File: config.mk
export PLATFORM = sky130hd
export DESIGN_NAME = vic_top
export DESIGN_NICKNAME = d
export VERILOG_FILES = /design/src/core/vic_top.v /design/src/core/vic_ext_edge.v /design/src/core/vic_vec_pend.v
export VERILOG_INCLUDE_DIRS = /design/src /design/src/pkg
export SDC_FILE = /design/constraint.sdc
export NUM_CORES = 2
export LEC_CHECK = 0
export BUFFER_PORTS_ARGS = -buffer_cell sky130_fd_sc_hd__buf_2
export CORE_MARGIN = 2
export CORE_UTILIZATION = 59
export DETAILED_ROUTE_END_ITERATION = 6
export PLACE_DENSITY = 0.83
export SYNTH_ARGS = -nofsm -noshare
export SYNTH_HDL_FRONTEND = slang
export SYNTH_HIERARCHICAL = 1
export SYNTH_SLANG_ARGS = --single-unit
export TNS_END_PERCENT = 5
File: constraint.sdc
create_clock -name mclk -period 83 [get_ports mclk]
set_input_delay 8.3 -clock mclk [delete_from_list [all_inputs] [get_ports mclk]]
set_output_delay 8.3 -clock mclk [all_outputs]
set_load 0.005 [all_outputs]
File: src/pkg/vic_regs.vh
/*
  Register map, field positions and sizes of the vectored interrupt
  controller. Definitions only; included by bare name from core files.
*/
`ifndef VIC_REGS_VH
`define VIC_REGS_VH

// ***********************************************************
// sizes
// ***********************************************************
`define VIC_ADDR_W 16
`define VIC_NUM_SRC 64
`define VIC_NUM_VEC 44
`define VIC_NUM_IPC 11
`define VIC_NUM_EXT 5

// ***********************************************************
// register offsets (byte addresses, word aligned)
// ***********************************************************
`define VIC_OFF_CTRL 16'h1000
`define VIC_OFF_STAT 16'h1010
`define VIC_OFF_FLAG_LO 16'h1030
`define VIC_OFF_FLAG_HI 16'h1040
`define VIC_OFF_EN_LO 16'h1060
`define VIC_OFF_EN_HI 16'h1070
`define VIC_OFF_VECTOR_PRIORITY_0 16'h1090
`define VIC_IPC_STRIDE 16'h0010
`define VIC_OFF_VT_BASE 16'h1140
`define VIC_OFF_VT_SPACE 16'h1150

// write alias op in address bits 3:2: plain, clear, set, invert
`define VIC_OP_WR 2'h0
`define VIC_OP_CLR 2'h1
`define VIC_OP_SET 2'h2
`define VIC_OP_INV 2'h3
`define VIC_ALIAS_MASK 16'h000F

// ***********************************************************
// fields
// ***********************************************************
`define VIC_CTRL_MVEC 12
`define VIC_CTRL_MASK 32'h0000171F
`define VIC_STAT_LVL_LO 8
`define VIC_IPC_MASK 32'h1F1F1F1F
`define VIC_IPC_LANE_W 8
`define VIC_PRI_HI 4
`define VIC_PRI_LO 2
`define VIC_SUB_HI 1
`define VIC_SUB_LO 0
`define VIC_SPACE_MASK 32'h000003FF
`define VIC_RST_WORD 32'h00000000

// external inputs sit on these request numbers
`define VIC_IRQ_EXT0 3
`define VIC_IRQ_EXT1 8
`define VIC_IRQ_EXT2 13
`define VIC_IRQ_EXT3 18
`define VIC_IRQ_EXT4 23

`endif

File: src/core/vic_top.v
/*
  Vectored interrupt controller top: register file on a plain strobe
  port, request flags and enables, per-vector priority, arbitration and
  the request handed to the processor core.
  Assumes one clock (mclk), synchronous active-low reset, peripheral
  events on the same clock, external pins asynchronous.
*/
// The register addresses and strobed register access were left to the implementer.
`timescale 1ns/1ps
`include "vic_regs.vh"

module vic_top #(
  parameter [63:0] IMPL_MASK = 64'hFFFFFFFFFFFFFFFF
) (
  input wire mclk,
  input wire reset_n,
  input wire [15:0] bus_addr,
  input wire [31:0] bus_wdata,
  input wire bus_wr,
  input wire bus_rd,
  output reg [31:0] bus_rdata,
  input wire [63:0] src_event,
  input wire [4:0] ext_pin,
  output reg cpu_irq_req,
  output reg [5:0] cpu_irq_vector,
  output reg [2:0] cpu_irq_level,
  output reg [1:0] cpu_irq_sublevel,
  output reg [31:0] cpu_irq_addr,
  output reg cpu_shadow_sel
);

  // ***********************************************************
  // register state
  // ***********************************************************
  reg [31:0] ctrl_reg;
  reg [31:0] irq_flag_status_low_reg;
  reg [31:0] irq_flag_status_high_reg;
  reg [31:0] irq_enable_low_reg;
  reg [31:0] irq_enable_high_reg;
  reg [31:0] vector_priority_reg [0:10];
  reg [31:0] vector_table_base_reg;
  reg [31:0] vector_table_space_reg;
  reg [31:0] stat_reg;

  // ***********************************************************
  // address decode
  // ***********************************************************
  wire [15:0] base_addr;
  wire [1:0] wr_op;
  wire alias_plain;

  // low nibble selects write alias; reads only at the plain offset
  assign base_addr = bus_addr & ~`VIC_ALIAS_MASK;
  assign wr_op = bus_addr[3:2];
  assign alias_plain = ((bus_addr & `VIC_ALIAS_MASK) == 16'h0000);

  // plain write, clear, set or invert of the written ones
  function [31:0] wop;
    input [31:0] old;
    input [31:0] d;
    input [1:0] op;
    begin
      case (op)
        `VIC_OP_WR: wop = d;
        `VIC_OP_CLR: wop = old & ~d;
        `VIC_OP_SET: wop = old | d;
        `VIC_OP_INV: wop = old ^ d;
        default: wop = old;
      endcase
    end
  endfunction

  wire wr_ok;
  wire hit_ctrl;
  wire hit_flag_lo;
  wire hit_flag_hi;
  wire hit_en_lo;
  wire hit_en_hi;
  wire hit_base;
  wire hit_space;

  // byte lanes 1:0 must be zero for a write to count
  assign wr_ok = bus_wr && (bus_addr[1:0] == 2'h0);
  assign hit_ctrl = wr_ok && (base_addr == `VIC_OFF_CTRL);
  assign hit_flag_lo = wr_ok && (base_addr == `VIC_OFF_FLAG_LO);
  assign hit_flag_hi = wr_ok && (base_addr == `VIC_OFF_FLAG_HI);
  assign hit_en_lo = wr_ok && (base_addr == `VIC_OFF_EN_LO);
  assign hit_en_hi = wr_ok && (base_addr == `VIC_OFF_EN_HI);
  assign hit_base = wr_ok && (base_addr == `VIC_OFF_VT_BASE);
  assign hit_space = wr_ok && (base_addr == `VIC_OFF_VT_SPACE);

  // ***********************************************************
  // external inputs
  // ***********************************************************
  wire [4:0] ext_evt;
  genvar g;

  generate
    for (g = 0; g < `VIC_NUM_EXT; g = g + 1) begin : ext_gen
      vic_ext_edge u_edge (
        .mclk(mclk),
        .reset_n(reset_n),
        .pin(ext_pin[g]),
        .rise_sel(ctrl_reg[g]),
        .edge_evt(ext_evt[g])
      );
    end
  endgenerate

  // ***********************************************************
  // hardware set terms
  // ***********************************************************
  reg [63:0] hw_set;

  always @* begin
    hw_set = src_event;
    hw_set[`VIC_IRQ_EXT0] = src_event[`VIC_IRQ_EXT0] | ext_evt[0];
    hw_set[`VIC_IRQ_EXT1] = src_event[`VIC_IRQ_EXT1] | ext_evt[1];
    hw_set[`VIC_IRQ_EXT2] = src_event[`VIC_IRQ_EXT2] | ext_evt[2];
    hw_set[`VIC_IRQ_EXT3] = src_event[`VIC_IRQ_EXT3] | ext_evt[3];
    hw_set[`VIC_IRQ_EXT4] = src_event[`VIC_IRQ_EXT4] | ext_evt[4];
  end

  // ***********************************************************
  // flag and enable next values
  // ***********************************************************
  reg [31:0] flag_lo_next;
  reg [31:0] flag_hi_next;
  reg [31:0] en_lo_next;
  reg [31:0] en_hi_next;

  always @* begin
    flag_lo_next = irq_flag_status_low_reg;
    flag_hi_next = irq_flag_status_high_reg;
    en_lo_next = irq_enable_low_reg;
    en_hi_next = irq_enable_high_reg;
    if (hit_flag_lo) begin
      flag_lo_next = wop(irq_flag_status_low_reg, bus_wdata, wr_op);
    end
    if (hit_flag_hi) begin
      flag_hi_next = wop(irq_flag_status_high_reg, bus_wdata, wr_op);
    end
    if (hit_en_lo) begin
      en_lo_next = wop(irq_enable_low_reg, bus_wdata, wr_op);
    end
    if (hit_en_hi) begin
      en_hi_next = wop(irq_enable_high_reg, bus_wdata, wr_op);
    end
    // request n at word n/32, bit n%32
    flag_lo_next = (flag_lo_next | hw_set[31:0]) & IMPL_MASK[31:0];
    flag_hi_next = (flag_hi_next | hw_set[63:32]) & IMPL_MASK[63:32];
    en_lo_next = en_lo_next & IMPL_MASK[31:0];
    en_hi_next = en_hi_next & IMPL_MASK[63:32];
  end

  // ***********************************************************
  // register writes
  // ***********************************************************
  integer k;

  always @(posedge mclk) begin
    if (!reset_n) begin
      ctrl_reg <= `VIC_RST_WORD;
      irq_flag_status_low_reg <= `VIC_RST_WORD;
      irq_flag_status_high_reg <= `VIC_RST_WORD;
      irq_enable_low_reg <= `VIC_RST_WORD;
      irq_enable_high_reg <= `VIC_RST_WORD;
      vector_table_base_reg <= `VIC_RST_WORD;
      vector_table_space_reg <= `VIC_RST_WORD;
      for (k = 0; k < `VIC_NUM_IPC; k = k + 1) begin
        vector_priority_reg[k] <= `VIC_RST_WORD;
      end
    end else begin
      irq_flag_status_low_reg <= flag_lo_next;
      irq_flag_status_high_reg <= flag_hi_next;
      irq_enable_low_reg <= en_lo_next;
      irq_enable_high_reg <= en_hi_next;
      if (hit_ctrl) begin
        ctrl_reg <= wop(ctrl_reg, bus_wdata, wr_op) & `VIC_CTRL_MASK;
      end
      if (hit_base) begin
        vector_table_base_reg <= wop(vector_table_base_reg, bus_wdata, wr_op);
      end
      if (hit_space) begin
        vector_table_space_reg <= wop(vector_table_space_reg, bus_wdata, wr_op)
                                  & `VIC_SPACE_MASK;
      end
      for (k = 0; k < `VIC_NUM_IPC; k = k + 1) begin
        if (wr_ok && base_addr == `VIC_OFF_VECTOR_PRIORITY_0 + k * `VIC_IPC_STRIDE) begin
          vector_priority_reg[k] <= wop(vector_priority_reg[k], bus_wdata, wr_op)
                                    & `VIC_IPC_MASK;
        end
      end
    end
  end

  // ***********************************************************
  // vector pending
  // ***********************************************************
  wire [43:0] vec_pend;

  vic_vec_pend u_pend (
    .flags({irq_flag_status_high_reg, irq_flag_status_low_reg}),
    .enables({irq_enable_high_reg, irq_enable_low_reg}),
    .vec_pend(vec_pend)
  );

  // ***********************************************************
  // arbitration
  // ***********************************************************
  reg found;
  reg [4:0] best_key;
  reg [5:0] best_vec;
  reg [31:0] lane;
  reg [4:0] key;
  integer v;

  // ascending scan with strict compare keeps the lowest vector on ties
  // pick highest pending
  always @* begin
    found = 1'b0;
    best_key = 5'h00;
    best_vec = 6'h00;
    lane = `VIC_RST_WORD;
    key = 5'h00;
    for (v = 0; v < `VIC_NUM_VEC; v = v + 1) begin
      lane = vector_priority_reg[v / 4] >> ((v % 4) * `VIC_IPC_LANE_W);
      key = {lane[`VIC_PRI_HI:`VIC_PRI_LO], lane[`VIC_SUB_HI:`VIC_SUB_LO]};
      if (vec_pend[v] && (lane[`VIC_PRI_HI:`VIC_PRI_LO] != 3'h0) &&
          (!found || key > best_key)) begin
        found = 1'b1;
        best_key = key;
        best_vec = v[5:0];
      end
    end
  end

  // ***********************************************************
  // dispatch address
  // ***********************************************************
  wire [15:0] vec_offset;
  wire [31:0] disp_addr;
  wire mvec;

  assign mvec = ctrl_reg[`VIC_CTRL_MVEC];
  // 6-bit vector times 10-bit spacing fits 16 bits
  assign vec_offset = {10'h000, best_vec} * vector_table_space_reg[15:0];
  assign disp_addr = mvec ? vector_table_base_reg + {16'h0000, vec_offset}
                          : vector_table_base_reg;

  // ***********************************************************
  // request to the core
  // ***********************************************************
  // outputs are registered, so the core sees the winner one cycle late
  always @(posedge mclk) begin
    if (!reset_n) begin
      cpu_irq_req <= 1'b0;
      cpu_irq_vector <= 6'h00;
      cpu_irq_level <= 3'h0;
      cpu_irq_sublevel <= 2'h0;
      cpu_irq_addr <= `VIC_RST_WORD;
      cpu_shadow_sel <= 1'b0;
      stat_reg <= `VIC_RST_WORD;
    end else begin
      cpu_irq_req <= found;
      cpu_irq_vector <= found ? best_vec : 6'h00;
      cpu_irq_level <= found ? best_key[4:2] : 3'h0;
      cpu_irq_sublevel <= found ? best_key[1:0] : 2'h0;
      cpu_irq_addr <= disp_addr;
      cpu_shadow_sel <= 1'b0;
      stat_reg <= found ? ({21'h000000, best_key[4:2], 8'h00} |
                           {26'h0000000, best_vec}) : `VIC_RST_WORD;
    end
  end

  // ***********************************************************
  // read port
  // ***********************************************************
  reg [31:0] rd_val;
  // own loop index, the write process already drives k
  integer r;

  // unmapped and alias addresses read as zero
  always @* begin
    rd_val = `VIC_RST_WORD;
    if (alias_plain) begin
      case (bus_addr)
        `VIC_OFF_CTRL: rd_val = ctrl_reg;
        `VIC_OFF_STAT: rd_val = stat_reg;
        `VIC_OFF_FLAG_LO: rd_val = irq_flag_status_low_reg;
        `VIC_OFF_FLAG_HI: rd_val = irq_flag_status_high_reg;
        `VIC_OFF_EN_LO: rd_val = irq_enable_low_reg;
        `VIC_OFF_EN_HI: rd_val = irq_enable_high_reg;
        `VIC_OFF_VT_BASE: rd_val = vector_table_base_reg;
        `VIC_OFF_VT_SPACE: rd_val = vector_table_space_reg;
        default: rd_val = `VIC_RST_WORD;
      endcase
      for (r = 0; r < `VIC_NUM_IPC; r = r + 1) begin
        if (bus_addr == `VIC_OFF_VECTOR_PRIORITY_0 + r * `VIC_IPC_STRIDE) begin
          rd_val = vector_priority_reg[r];
        end
      end
    end
  end

  // data stands only in the cycle after the strobe
  always @(posedge mclk) begin
    if (!reset_n) begin
      bus_rdata <= `VIC_RST_WORD;
    end else begin
      bus_rdata <= bus_rd ? rd_val : `VIC_RST_WORD;
    end
  end

endmodule

File: src/core/vic_ext_edge.v
/*
  One external interrupt input: three-stage synchroniser, change taken
  once stages two and three agree, one-cycle pulse on the selected edge.
  Assumes the pin is asynchronous to mclk and held for three cycles.
*/
`timescale 1ns/1ps
module vic_ext_edge (
  input wire mclk,
  input wire reset_n,
  input wire pin,
  input wire rise_sel,
  output reg edge_evt
);

  reg sync1_reg;
  reg sync2_reg;
  reg sync3_reg;
  reg level_reg;

  // ***********************************************************
  // synchroniser and edge detect
  // ***********************************************************
  // stage one feeds stage two only, to keep metastability contained
  always @(posedge mclk) begin
    if (!reset_n) begin
      sync1_reg <= 1'b0;
      sync2_reg <= 1'b0;
      sync3_reg <= 1'b0;
      level_reg <= 1'b0;
      edge_evt <= 1'b0;
    end else begin
      sync1_reg <= pin;
      sync2_reg <= sync1_reg;
      sync3_reg <= sync2_reg;
      edge_evt <= 1'b0;
      if (sync2_reg == sync3_reg && sync3_reg != level_reg) begin
        level_reg <= sync3_reg;
        edge_evt <= (sync3_reg == rise_sel);
      end
    end
  end

endmodule

File: src/core/vic_vec_pend.v
/*
  Folds the 64 request flags onto the 44 vectors: a vector is pending
  when any source mapped to it is flagged and enabled. Pure logic.
*/
`timescale 1ns/1ps
`include "vic_regs.vh"
module vic_vec_pend (
  input wire [63:0] flags,
  input wire [63:0] enables,
  output reg [43:0] vec_pend
);

  // fixed request-to-vector table; shared vectors group sources
  function [5:0] vec_of;
    input integer i;
    integer v;
    begin
      if (i <= 5) v = i;
      else if (i == 6) v = 5;
      else if (i <= 9) v = i - 1;
      else if (i <= 11) v = 9;
      else if (i <= 14) v = i - 2;
      else if (i <= 16) v = 13;
      else if (i <= 19) v = i - 3;
      else if (i <= 21) v = 17;
      else if (i <= 24) v = i - 4;
      else if (i <= 26) v = 21;
      else if (i <= 35) v = i - 5;
      else if (i <= 38) v = 31;
      else if (i <= 41) v = 32;
      else if (i <= 44) v = 33;
      else if (i <= 47) v = 34;
      else if (i <= 49) v = 35;
      else if (i <= 52) v = 36;
      else if (i <= 55) v = 37;
      else if (i <= 58) v = 38;
      else v = i - 20;
      vec_of = v[5:0];
    end
  endfunction

  integer i;

  // ***********************************************************
  // vector pending
  // ***********************************************************
  // sources share vectors
  always @* begin
    vec_pend = {`VIC_NUM_VEC{1'b0}};
    for (i = 0; i < `VIC_NUM_SRC; i = i + 1) begin
      if (flags[i] && enables[i]) begin
        vec_pend[vec_of(i)] = 1'b1;
      end
    end
  end

endmodule

---- Word level (Yosys, flattened, before mapping) ----
Memory sizes are Yosys's and may differ from the RTL's.
Index checks and enable logic that the tools add are counted.
cells by class
  $add $sub $neg .......................... 1
  multiply operators ...................... 1
  magnitude comparators ................... 171
  equal/unequal tests ..................... 55
  mux-type cells .......................... 487
  bitwise logic cells ..................... 137
  reduce and logical (&&, ||, !) cells .... 379
operators with widths
  operator              number
  $mux 44               64
  $or 44x44->44         63
  $pmux 29 s4           11
  $pmux 32 s4           5
  $mux 29               22
  $mux 6                106
  $lt 6x7->1 const B    64
  $mux 32               14
  $demux 1 s6           64
  $ge 6x1->1 const B    64
  $and 29x29->29        11
  $or 29x29->29         11
  $xor 29x29->29        11
  $eq 16x13->1 const B  19
  $pmux 32 s8           1
  $logic_and 1x1->1     239
  $or 32x32->32         7
  $mux 20               11
  $mux 5                44
  $eq 12x9->1 const B   18
  $gt 5x5->1            43
  $and 32x32->32        5
  $xor 32x32->32        5
  $mux 1                143
  other kinds (24)      186
word-level totals
  register bits after elaboration ......... 312
  memory bits (writable) .................. 220
  input port bits ......................... 121
  output and inout port bits .............. 77
  word-level logic and storage cells ...... 1,271
  memories kept ........................... 1
memories
  memory               words  bits a word  rd ports  clocked after Yosys merged registers in  write ports  line          RTL
  vector_priority_reg  11     20           11        0                                        11           vic_top.v:40  reg [31:0] vector_priority_reg [0:10];

---- Depth between registers and ports, before layout ----
  depth after elaboration ................. 310
  depth in mapped cells ................... 521

---- Modules after synthesis ----
The synthesis kept the hierarchy.
modules (own cells, without submodules)
  module        instances  cells an instance  area each (um^2)
  vic_top       1          6,485              54,900.2
  vic_ext_edge  5          14                 161.4
  vic_vec_pend  1          51                 342.8

---- Least setup slack after synthesis ----
Ideal clock, no wire load.
  path kind ............................... flip-flop to flip-flop
  start ................................... reg irq_flag_status_low_reg[0]
  end ..................................... reg cpu_irq_addr[27]
  library setup time ...................... 0.071 ns
  arrival time ............................ 84.158 ns
  required time ........................... 82.929 ns
  slack ................................... -1.229 ns
  stages on the path, launching flop included .. 474
  buffers on the path ..................... 15
  period minus slack after synthesis ...... 84.229 ns
  path through ............................ dfxtp_1 -> and2_1 -> o31a_1 -> nand2_1 -> ha_1 -> and4_1 -> a221o_1 -> o211ai_1 -> nand3_1 -> o21ai_0 -> inv_1 -> ha_1 -> and3_1 -> a31o_1 -> a21oi_1 -> or2_2 -> clkbuf_1 -> nor2_1 -> (+438 left out) -> fa_1 -> ha_1 -> a21oi_1 -> o21bai_1 -> a21oi_1 -> o21bai_1 -> a21oi_1 -> o21bai_1 -> a21oi_1 -> o21bai_1 -> a21oi_1 -> o21bai_1 -> a21o_1 -> a21oi_1 -> nor4_1 -> nand3_1 -> or3_1 -> a21oi_1
between the ends
  longest elaborated chain between the ends .. 305
RTL lines
  what                                                  line               RTL
  from (decl)                                           vic_top.v:36       reg [31:0] irq_flag_status_low_reg;
  from (signal assigned)                                vic_top.v:164      irq_flag_status_low_reg <= `VIC_RST_WORD;
  from (signal assigned)                                vic_top.v:174      irq_flag_status_low_reg <= flag_lo_next;
  $logic_and 1x1->1 (*)                                 vic_vec_pend.v:51  if (flags[i] && enables[i]) begin
  $mux 44 (*)                                           vic_vec_pend.v:51
  $or 44x44->44 (no source line)                        n/a
  $mux 44 (*)                                           vic_vec_pend.v:51
  $or 44x44->44 (no source line)                        n/a
  $mux 44 (*)                                           vic_vec_pend.v:51
  $or 44x44->44 (no source line)                        n/a
  $mux 44 (*)                                           vic_vec_pend.v:51
  (+120 left out)                                       n/a
  named net vec_pend[0]                                 vic_top.v:200      wire [43:0] vec_pend;
  (+169 left out)                                       n/a
  $mux 5 / $mux 1 (equally long branches)               vic_top.v:229      if (vec_pend[v] && (lane[`VIC_PRI_HI:`VIC_PRI_LO] != 3'h0) &&
  $gt 5x5->1 / $logic_not 1->1 (equally long branches)  vic_top.v:230      (!found || key > best_key)) begin
  $logic_or 1x1->1                                      vic_top.v:230
  $logic_and 1x1->1                                     vic_top.v:229
  $mux 6 (*)                                            vic_top.v:229
  $mul 6x10->16 (*)                                     vic_top.v:247      assign vec_offset = {10'h000, best_vec} * vector_table_space_reg[15:0];
  $add 32x16->32 (*)                                    vic_top.v:248      assign disp_addr = mvec ? vector_table_base_reg + {16'h0000, vec_offset}
  $mux 32 (*)                                           vic_top.v:248
  to (signal assigned)                                  vic_top.v:261      cpu_irq_addr <= `VIC_RST_WORD;
  to (signal assigned)                                  vic_top.v:269      cpu_irq_addr <= disp_addr;
  to (decl)                                             vic_top.v:28       output reg [31:0] cpu_irq_addr,
Mark *: on every way through the listed nets, which the timed path passes. The rest lies on a longest branch.
A chain may end at the register's enable or synchronous reset.

---- Worst setup path in the final report ----
Ends and elaborated chain as after synthesis.

==> summary.txt <==
Clock tree
  • CTS tree: done
  • CTS root buf: clkbuf_16
  • Clk slew on worst S/H paths: roughly 0.060 ns
  • CTS Hold Bufs: 0
  • Clock Sinks: 500
  • H-tree depth: 3
  • Clock Path Buffers: 3
  • Worst-Skew Late Latency: between 0.6 and 0.7 ns
  • CTS buffer count: approximately 70

Synthesis
  • Sequential area share after synthesis: between 20% and 30%
  • Yosys top cell area share: 22.57%
  • Gate Count Post-Synth: roughly 6600
  • Avg Synthesized Cell Area: roughly 8.5 um2
  • Synthesis warning total: 6
  • Synthesized area: ~56000 um2
  • Net Count, Synth: 7784
  • Synth Flop Type: dfxtp_1
  • Asr flop ratio synth: 0%
  • Area contributors post-synth: ha_1, edfxtp_1, dfxtp_1
  • Leading area contributor after synthesis: ha_1
  • Unique cell type count in the Yosys netlist: around 130
  • EDFF count, synth: 220
  • Synthesized flop and latch total: 500

Floorplanning
  • Full die area: roughly 97000 um2
  • Rows: 113
  • Core ar.: between 90000 and 100000 um2
  • Io pins: between 150 and 200
  • Initial cell density of the core: between 50% and 60%
  • Die Span Y: approximately 310 um
  • Die X: between 300 and 400 um

Cells and area
  • Largest register FFs: 220
  • Post-route design area: about 66000 um2
  • Area growth syn-to-layout: 18.60%
  • Non-filler instance count after layout: between 8000 and 9000
  • Post-layout net count: ~8000
  • Fillers: between 7000 and 8000
  • Layout cells sized above 1: 26.12%

Job
  • Max-Cap Viols: 0

Setup path
  • Top cell by count, worst path: a21oi_2
  • Largest fanout on the critical path: 8
  • CP max stage cell: fa_1
  • Critical path class: flop to flop
  • Worst Path Required: roughly 84 ns
  • Crit path launch type: flop
  • Critical Path Max Stage Delay: roughly 0.6 ns
  • WP data arrival: approximately 83 ns
  • Crit end category: flop

STA
  • RSZ-0062 raised after global routing: true
  • Max_slew headroom: about a tenth
  • FMAX: about 0.012 GHz
  • Final hold violations: 0
  • Hold Slack: 0.4339 ns
  • Slew Viols, Final: 0
  • Setup violations, final: 0
  • Tcrit/Tclk final: 99.17%
  • Tmin final: between 80 and 90 ns
  • Setup_tns: 0 ns
  • Worst Skew: 0.03825 ns
  • Worst Tran Pin Value: between 1 and 1.5 ns

Drt
  • DRT Pass-1 Iters: 7
  • DRC Markers: 4
  • Avg WL per Cell: between 20 and 30 um
  • DR vias/cell: a little under 7
  • Initial DRC count: 8623
  • Via count: approximately 57000
  • Detail Route Antenna Nets: 0
  • Final WL: ~240 mm

Placed design
  • Port-buffer cells: roughly 200
  • GP Congestion: 1.049
  • Post-placement cell area: roughly 60000 um2
  • DP HPWL: between 150 and 200 mm
  • Placed cell count: 7975

GRT
  • First-pass GRT wire length: 335.8 mm
  • Largest net degree at the start of global routing: about 170
  • Total grt overflow: 0
  • Initial antenna violation count: 20
  • GR Util met3: a little under an eighth
  • GRT met2 Usage: 65.21%
  • Grt met1 use: between 50% and 60%
  • Vias in the first global route: about 51000
  • GRT Overall Usage: between 40% and 50%
  • Busiest grt layer: met2

Run status
  • Status: complete, but fails checks
  • Failing checks: design-rule violations

Power
  • VDD IR-drop max: between 15 and 20 uV
  • Cell Pwr Density: 10.88 nW/um2
  • Pleak: about 0.028 uW

Hold path
  • Worst hold path class: flop to flop
-- metal layers --
| metal | vias up | wire length (um) |
|---|---|---|
| li1 | 24870 | - |
| met1 | 27400 | 89910 |
| met2 | 3937 | 98120 |
| met3 | 959 | 30860 |
| met4 | 14 | 19630 |
| met5 | - | 94 |
-- final cells by class --
| type | instances | area, um2 | share of cell area (%) |
|---|---|---|---|
| Clock inverter | 28 | 206.4 | 0.3106 |
| Timing Repair Buffer | 694 | 4907 | 7.382 |
| Antenna cell | 17 | 42.54 | 0.06399 |
| Tap cell | 1265 | 1583 | 2.381 |
| Inverter | 635 | 2394 | 3.601 |
| Sequential cell | 500 | 12210 | 18.37 |
| Multi-Input combinational cell | 5090 | 43170 | 64.94 |
| Clock buffer | 93 | 1963 | 2.953 |
-- critical path: cells and delay by family (launching register included) --
| kind | cells | cell delay [ns] |
|---|---|---|
| AOI/OAI and AO/OA | 201 | 33.25 |
| adders and majority gates | 48 | 13.07 |
| buffers and inverters | 59 | 7.20 |
| DFF | 1 | 0.33 |
| muxes | 29 | 7.25 |
| and+or+nand+nor | 137 | 20.93 |
-- worst paths after layout --
kind,from,cells after the start,slack [ns],endpoint
setup / recovery,irq_flag_status_low_reg[0],474,0.69,cpu_irq_addr[27]
hold reg to reg,ext_gen[3].u_edge/sync1_reg,1,0.43,ext_gen[3].u_edge/sync2_reg
hold / removal,ext_gen[3].u_edge/sync1_reg,1,0.43,ext_gen[3].u_edge/sync2_reg
setup reg to reg,irq_flag_status_low_reg[0],474,0.69,cpu_irq_addr[27]
-- through the flow --
| step | util [%] | setup WS [ns] | total power, uW |
|---|---|---|---|
| 3_5_place_dp | 62.94 | -2.879 | 410.7 |
| 5_1_grt | 70.25 | -3.239 | 742.0 |
| 6_report | 70.28 | 0.6863 | 723.6 |
| 4_1_cts | 65.94 | 0.02056 | 708.1 |
| 3_3_place_gp | 62.94 | -0.4633 | 405.6 |
| 2_1_floorplan | - | 0.05328 | 364.1 |
-- layout by cell type (no fill, tap or decap), drive strengths merged, types with 22 or more instances in the layout --
| cell type | n |
|---|---|
| a21o | 35 |
| buf | 693 |
| nor2 | 760 |
| or2 | 24 |
| a21boi | 22 |
| xnor2 | 41 |
| nand2b | 32 |
| a21oi | 612 |
| a221oi | 32 |
| o21ai | 184 |
| and2 | 77 |
| and3 | 38 |
| clkinv | 25 |
| a22o | 36 |
| mux2 | 447 |
| a222oi | 29 |
| clkbuf | 94 |
| a211oi | 598 |
| nor3 | 65 |
| a22oi | 85 |
| ha | 1011 |
| nor2b | 32 |
| o31ai | 56 |
| fa | 46 |
| o31a | 31 |
| inv | 637 |
| mux2i | 56 |
| nand2 | 269 |
| a31oi | 53 |
| o21a | 27 |
| o211ai | 22 |
| nand3 | 83 |
| nand4 | 43 |
| dfxtp | 280 |
| edfxtp | 220 |
-- report_power, final --
part           total (uW)  internal (uW)  switching, uW
logic                 142           55.5           86.2
registers             281            264           16.9
clock network         301            170            132
-- Yosys cell counts, types with 10 or more instances --
cell,number
o31a_1,27
mux2i_1,54
nor2b_1,32
o21ai_0,164
o21bai_1,17
a211o_1,12
and2_1,76
nand3_1,82
inv_1,633
o211ai_1,19
and4_1,10
nor4_1,11
or3_1,19
a21boi_0,14
xnor2_1,41
a211oi_1,596
o31ai_1,54
and3_1,36
nor3_1,54
edfxtp_1,220
a22oi_1,85
a22o_1,36
a21oi_1,610
clkbuf_1,326
dfxtp_1,280
buf_1,23
a222oi_1,29
fa_1,46
ha_1,1011
a221oi_1,32
mux2_2,444
or2_2,14
buf_4,15
nand2_1,269
a31oi_1,53
nand4_1,43
o21a_1,27
a21o_1,35
nand2b_1,32
o21ai_1,17
nor2_1,759
-- cell families after synthesis --
family	after synthesis	share of synthesized area [%]
AOI/OAI and AO/OA	1972	23.82
xor gates and xnor gates	42	0.6563
adders and majority gates	1059	24.25
buffers and inverters	1018	7.074
DFF	500	21.79
muxes	503	10.02
other	1	0.006690
and+or+nand+nor	1511	12.38
-- repair_timing --
| item | 4_1_cts | 5_1_grt |
|---|---|---|
| buffers inserted | 49 | 160 |
| pin swaps | 32 | 327 |
| setup endpoints to repair | 29 | 43 |
| gates cloned | 0 | 4 |
| gates resized for setup | 81 | 592 |
No activity file was read; power rests on OpenSTA's default activity.
